$ cat src/common/cell_result_consts.svh
// Register offsets, field positions and reset values for the cell result bank
`ifndef CELL_RESULT_CONSTS_SVH
`define CELL_RESULT_CONSTS_SVH
// Printed register indices (byte address is four times the index)
`define FIRST_CELL_IDX 8'h47
`define SECOND_CELL_IDX 8'h48
`define THIRD_CELL_IDX 8'h49
`define FOURTH_CELL_IDX 8'h4a
// Block control registers, byte addresses
`define CELL_CTRL_ADDR 10'h000
`define CELL_STATUS_ADDR 10'h004
// Field layout
`define RESULT_MSB 15
`define RESULT_LSB 2
`define RESULT_W 14
`define CELL_COUNT 4
`define RESULT_RESET 14'h0000
`define ENABLE_RESET 4'hf
`define FILT_SEL_BIT 4
// Full-scale cell input in millivolts for a full code range
`define FULL_SCALE_MV 5000
// AHB-Lite codes
`define HTRANS_NONSEQ 2'h2
`define HTRANS_SEQ 2'h3
`define HSIZE_WORD 3'h2
`endif

$ cat src/common/cell_result_pkg.sv
// Types for the cell result bank
package cell_result_pkg;
    typedef logic [13:0] result_t;
    typedef logic [1:0] cell_idx_t;
    typedef enum logic [1:0] {
        SCAN_IDLE = 2'b00,
        SCAN_RUN = 2'b01
    } scan_state_t;
endpackage

$ cat src/design/cell_voltage_result_regs.sv
// Cell one to four voltage result registers behind an AHB-Lite slave
// Operation
// - Each cell's 14-bit result sits in bits 15:2 of its own register
// - Full result code range stands for a 5 V cell input
// - Disabled cell skipped in a scan keeps its stored data
// - Skipped disabled cell reads back raw or filtered value per select bit
// - Result registers are read only; writes leave them unchanged
//
// Implementation choice: the AHB-Lite slave port.
`timescale 1ns/1ps
`include "cell_result_consts.svh"
module cell_voltage_result_regs (
    input wire logic clk,
    input wire logic rst,
    input wire logic hsel,
    input wire logic [31:0] haddr,
    input wire logic [1:0] htrans,
    input wire logic hwrite,
    input wire logic [2:0] hsize,
    input wire logic [31:0] hwdata,
    input wire logic hready,
    output logic hreadyout,
    output logic hresp,
    output logic [31:0] hrdata,
    input wire logic scanValid,
    input wire cell_result_pkg::cell_idx_t scanCell,
    input wire cell_result_pkg::result_t aluResult,
    input wire cell_result_pkg::result_t filtResult
);
    // Register word index from a byte address
    function automatic logic [7:0] wordIndex(input logic [31:0] addr);
        wordIndex = addr[9:2];
    endfunction

    logic dataRead_r;
    logic dataWrite_r;
    logic [31:0] addr_r;
    logic [3:0] cellEnable_r;
    logic filtSelect_r;
    logic [31:0] rdData_r;
    logic [31:0] rdData_nxt;
    logic [3:0] updateCount_r;
    wire logic transfer;
    wire logic [7:0] idx;
    wire logic isResult;
    wire cell_result_pkg::cell_idx_t rdCell;
    wire cell_result_pkg::result_t rdValue;
    wire logic ctrlWrite;
    wire logic inRange;
    wire logic wrInRange;

    // Address phase capture
    assign transfer = hsel && hready && (htrans == `HTRANS_NONSEQ || htrans == `HTRANS_SEQ);
    always_ff @(posedge clk or posedge rst) begin
        if (rst) begin
            dataRead_r <= 1'b0;
            dataWrite_r <= 1'b0;
            addr_r <= 32'h00000000;
        end else begin
            dataRead_r <= transfer && !hwrite;
            dataWrite_r <= transfer && hwrite;
            if (transfer) begin
                addr_r <= haddr;
            end
        end
    end

    // Read address decode; upper address bits must be clear so nothing aliases
    assign inRange = haddr[31:10] == 22'h000000;
    assign wrInRange = addr_r[31:10] == 22'h000000;
    assign idx = wordIndex(haddr);
    assign isResult = inRange && idx >= `FIRST_CELL_IDX && idx <= `FOURTH_CELL_IDX;
    assign rdCell = cell_result_pkg::cell_idx_t'(idx - `FIRST_CELL_IDX);

    // Only control writes land; result addresses ignore writes
    assign ctrlWrite = dataWrite_r && wrInRange && addr_r[9:0] == `CELL_CTRL_ADDR;

    // Control register: measure enables and filtered readback select
    always_ff @(posedge clk or posedge rst) begin
        if (rst) begin
            cellEnable_r <= `ENABLE_RESET;
            filtSelect_r <= 1'b0;
        end else if (ctrlWrite) begin
            cellEnable_r <= hwdata[3:0];
            filtSelect_r <= hwdata[`FILT_SEL_BIT];
        end
    end

    // Count of accepted scan updates, for status
    always_ff @(posedge clk or posedge rst) begin
        if (rst) begin
            updateCount_r <= 4'h0;
        end else if (scanValid && cellEnable_r[scanCell]) begin
            updateCount_r <= updateCount_r + 4'h1;
        end
    end

    // Result storage; code already scaled so full range is 5 V
    cell_result_store store (
        .clk(clk),
        .rst(rst),
        .wrValid(scanValid),
        .wrCell(scanCell),
        .cellEnable(cellEnable_r[scanCell]),
        .aluValue(aluResult),
        .filtValue(filtResult),
        .filtSelect(filtSelect_r),
        .rdCell(rdCell),
        .rdValue(rdValue)
    );

    // Read mux; low two bits of results forced to zero
    always_comb begin
        rdData_nxt = 32'h00000000;
        if (isResult) begin
            rdData_nxt[`RESULT_MSB:`RESULT_LSB] = rdValue;
        end else if (inRange && haddr[9:0] == `CELL_CTRL_ADDR) begin
            rdData_nxt[3:0] = cellEnable_r;
            rdData_nxt[`FILT_SEL_BIT] = filtSelect_r;
        end else if (inRange && haddr[9:0] == `CELL_STATUS_ADDR) begin
            rdData_nxt[3:0] = updateCount_r;
        end
    end

    // Read data registered at address phase
    always_ff @(posedge clk or posedge rst) begin
        if (rst) begin
            rdData_r <= 32'h00000000;
        end else if (transfer && !hwrite) begin
            rdData_r <= rdData_nxt;
        end
    end

    assign hrdata = rdData_r;
    assign hreadyout = 1'b1; // Zero wait states
    assign hresp = 1'b0; // Always OKAY
endmodule

$ cat src/design/cell_result_store.sv
// Per-cell storage of raw and filtered results
`timescale 1ns/1ps
`include "cell_result_consts.svh"
module cell_result_store (
    input wire logic clk,
    input wire logic rst,
    input wire logic wrValid,
    input wire cell_result_pkg::cell_idx_t wrCell,
    input wire logic cellEnable,
    input wire cell_result_pkg::result_t aluValue,
    input wire cell_result_pkg::result_t filtValue,
    input wire logic filtSelect,
    input wire cell_result_pkg::cell_idx_t rdCell,
    output cell_result_pkg::result_t rdValue
);
    cell_result_pkg::result_t aluMem_r [`CELL_COUNT];
    cell_result_pkg::result_t filtMem_r [`CELL_COUNT];
    wire logic doUpdate;

    // A disabled, skipped cell keeps its stored data
    assign doUpdate = wrValid && cellEnable;

    // Storage update
    always_ff @(posedge clk or posedge rst) begin
        if (rst) begin
            for (int i = 0; i < `CELL_COUNT; i++) begin
                aluMem_r[i] <= `RESULT_RESET;
                filtMem_r[i] <= `RESULT_RESET;
            end
        end else if (doUpdate) begin
            aluMem_r[wrCell] <= aluValue;
            filtMem_r[wrCell] <= filtValue;
        end
    end

    // Readback source chosen by the filter select
    assign rdValue = filtSelect ? filtMem_r[rdCell] : aluMem_r[rdCell];
endmodule

$ cat config.mk
export PLATFORM = sky130hd
export DESIGN_NAME = cell_voltage_result_regs
export DESIGN_NICKNAME = d
export VERILOG_FILES = /design/src/common/cell_result_pkg.sv /design/src/design/cell_voltage_result_regs.sv /design/src/design/cell_result_store.sv
export VERILOG_INCLUDE_DIRS = /design/src /design/src/common
export SDC_FILE = /design/constraint.sdc
export NUM_CORES = 1
export LEC_CHECK = 0
export BUFFER_PORTS_ARGS = -buffer_cell sky130_fd_sc_hd__buf_2
export CELL_PAD_IN_SITES_DETAIL_PLACEMENT = 1
export CELL_PAD_IN_SITES_GLOBAL_PLACEMENT = 1
export CORE_MARGIN = 5
export CORE_UTILIZATION = 36
export CTS_CLUSTER_DIAMETER = 200
export DETAILED_ROUTE_END_ITERATION = 6
export HOLD_SLACK_MARGIN = 0.08
export PLACE_DENSITY_LB_ADDON = 0.1
export SYNTH_ARGS = -nofsm -noshare
export SYNTH_HDL_FRONTEND = slang
export SYNTH_HIERARCHICAL = 1
export SYNTH_SLANG_ARGS = --single-unit
$ cat constraint.sdc
create_clock -name clk -period 2.7 [get_ports clk]
set_input_delay 0 -clock clk [delete_from_list [all_inputs] [get_ports clk]]
set_output_delay 0 -clock clk [all_outputs]
set_load 0.05 [all_outputs]
==> out/metrics.cfg <==
[die]
initial_core_util = 0.364
core_area_sq_mm = 0.0218
core.rowCount = 54
ioPinCount = 139
die_w_um = 158
fp.dieH_um = 158
dieArea_sq_mm = 0.0250

[detailed_routing]
met2_length_um = 9330
wl_per_cell_um = 19.4
drc = 0
drt-total-wl_um = 19100
first_iter_violations = 127
vias = 4941
wl_met1_um = 8900
post_drt_via_cell_ratio = 5.02
ant_nets = 0
routed.top_layer = met4
dr.pass1.iters = 4
met3_length_um = 631

[synthesis]
yosysTopAreaCell = dfrtp_1
synth_ff_type = dfrtp_1
yosysSeqAreaShare = 0.539
synth.area.top_cells = dfrtp_1 (53%), mux2_2 (21%), mux4_1 (8.0%), buf_4 (1.7%), nand2_1 (1.7%)
synth.most_common_cell = dfrtp_1
synth-edff-count = 0
netlist_top_cells_count = dfrtp_1 (166), mux2_2 (151), nand2_1 (36)
avgSynthCellArea_sq_um = 15.0
ys_ff_latch = 170
synth_cell_types = 44
synth_top_area_share = 0.525
syn-cell-area_sq_mm = 0.00791
postSynthCellCount = 527
ys_warn_count = 6
synthArstFlopShare = 1.00

[timing]
fin_crit_sh = 0.800
slew_headroom = 0.453
tightest_slew_ns = 0.819
hold_viol_final = 0
fmax_ghz = 0.463
slew_viol_final = 0
skew_ns = 0.00732
period_needed_ns = 2.16
tns_ns = 0
fin_hold_ws_ns = 0.187
rsz0062_at_grt = no
setup_viol = 0

[setup_path]
critPathCaptureType = flip-flop
r2r_cells = 5
cp_max_fo = 11
crit_path_max_incr_delay_ns = 0.67
arrival_ns = 2.46
regToRegStartpoint = filtSelect_r
crit_chain = buf_4 > mux4_1 > mux2_2 > nand2_1 > o31ai_2
required_ns = 3.00
cpMaxStageDelayCell = dfrtp_1
rrSetupSlack_ns = 0.54
critPathKind = flip-flop to flip-flop
r2r_end = hrdata[8]
worstSetupStartpointType = flip-flop

[grt]
grt_start_max_net_pins = 59
grt_pass1_vias = 5559
grt_pass1_wl_um = 30500
antenna_found_initial = 0
grt_usage = 0.159
overflow = 0

[clock_tree]
cts_made_buffers = 17
cts_tree = yes
cts.clk_slew.worst_paths_ns = 0.07
clock-sinks = 170
cts_buffer_depth = 2
post-cts-setup-buffer-count = 0
htreeDepth = 4
worstSkewPairLatency_ns = 0.42
cts_root_buf = clkbuf_16

[final_layout]
fin_util = 0.457
drive_gt1_frac = 0.452
nFillCells = 2171
diodes = 0
final_nets = 801
area_growth_pct = 25.6

[hold_path]
min_from = hready
holdPathEnd = hrdata[15]
min_path_cells = 6
hp-class = input port to flip-flop

[place]
dp_hpwl_um = 13000
gp_congestion = 0.753
portBuffers = 89

[run]
maxCapViolCount = 0

[pwr]
max-vdd-ir-drop_mv = 0.397
p_total_w = 0.00585
p_leak_nw = 4.84
power-per-cell-area_mw_per_mm2 = 589

[status]
status = complete, no violations

==> logic make-up after synthesis <==
logic type | share of synthesized area
mux | 0.325
flops | 0.539
simple gates | 0.0555
buf+inv | 0.0399
compound gates | 0.0293
fa+ha+maj | 0.00791
xor+xnor | 0.00332
other cells | 0.000950
==> report_power, final <==
| group | total [W] | switching (W) | internal, W |
|---|---|---|---|
| sequential | 0.00277 | 0.0000771 | 0.00269 |
| combinational | 0.000547 | 0.000273 | 0.000274 |
| clock | 0.00254 | 0.00102 | 0.00151 |
==> through the flow <==
stage | cell area [sq um] | std cells | worst slack, ns
3_3_place_gp | 8640 | 885 | 0.550
2_1_floorplan | 7970 | 543 | 0.822
6_report | 9930 | 984 | 0.540
5_1_grt | 9930 | 984 | 0.454
4_1_cts | 9930 | 984 | 0.489
3_5_place_dp | 8640 | 885 | 0.513
==> sequential cells by signal, summed over array words and instances, names as in the netlist <==
| register | cells |
|---|---|
| store/aluMem_r | 56 |
| hrdata | 16 |
| cellEnable_r | 4 |
| filtSelect_r | 1 |
| addr_r | 32 |
| updateCount_r | 4 |
| dataWrite_r | 1 |
| store/filtMem_r | 56 |
==> per-layer routing <==
| layer | vias up | track usage |
|---|---|---|
| li1 | 2264 | - |
| met1 | 2581 | 0.217 |
| met2 | 80 | 0.262 |
| met3 | 16 | 0.0284 |
| met4 | 0 | 0.0463 |
| met5 | - | 0 |
==> repair_timing <==
| action | CTS | global route |
|---|---|---|
| gates resized for setup | 0 | 0 |
| hold endpoints to repair | 252 | 0 |
| hold buffers | 67 | 0 |
| endpoints found under the setup margin | 0 | 0 |
==> cells in the final DEF (no fill, tap or decap), drive strengths merged, types with 3 or more instances in the layout <==
master,count
dfstp,4
nand3,4
mux4,29
o31ai,14
mux2,162
bufinv,3
inv,7
ha,5
o21ai,5
nor4,10
nand4,3
nor2,5
buf,107
nand3b,3
clkinv,4
clkinvlp,4
dfrtp,166
dlygate4sd3,67
conb,18
nor3,5
clkbuf,19
nand2,37
==> layout make-up <==
type	instances	area, sq um	area share
clock inverters	13	166	0.0168
multi-input cells	323	3390	0.342
repair buffers	174	1290	0.130
flip-flops and latches	170	4260	0.429
well taps	280	350	0.0353
clock buffers	19	453	0.0456
inverters	5	22.5	0.00227
==> worst max path at each step <==
| stage | depth (start not counted) | start | to | slack, ns |
|---|---|---|---|---|
| after floorplan | 5 | cellEnable_r[1] | store/aluMem_r[42] | 0.82 |
| after global placement | 5 | filtSelect_r | hrdata[8] | 0.55 |
| after detailed placement | 5 | filtSelect_r | hrdata[8] | 0.51 |
| after CTS | 5 | filtSelect_r | hrdata[8] | 0.49 |
| after global routing | 5 | filtSelect_r | hrdata[13] | 0.45 |
| final | 5 | filtSelect_r | hrdata[8] | 0.54 |
==> critical path, delay by kind of cell (launching register included) <==
kind	cells	cell delay [ns]
buf+inv	1	0.32
simple gates	1	0.08
mux	2	0.90
flops	1	0.67
compound gates	1	0.05
Note: power is estimated with default switching activity, not from simulation.
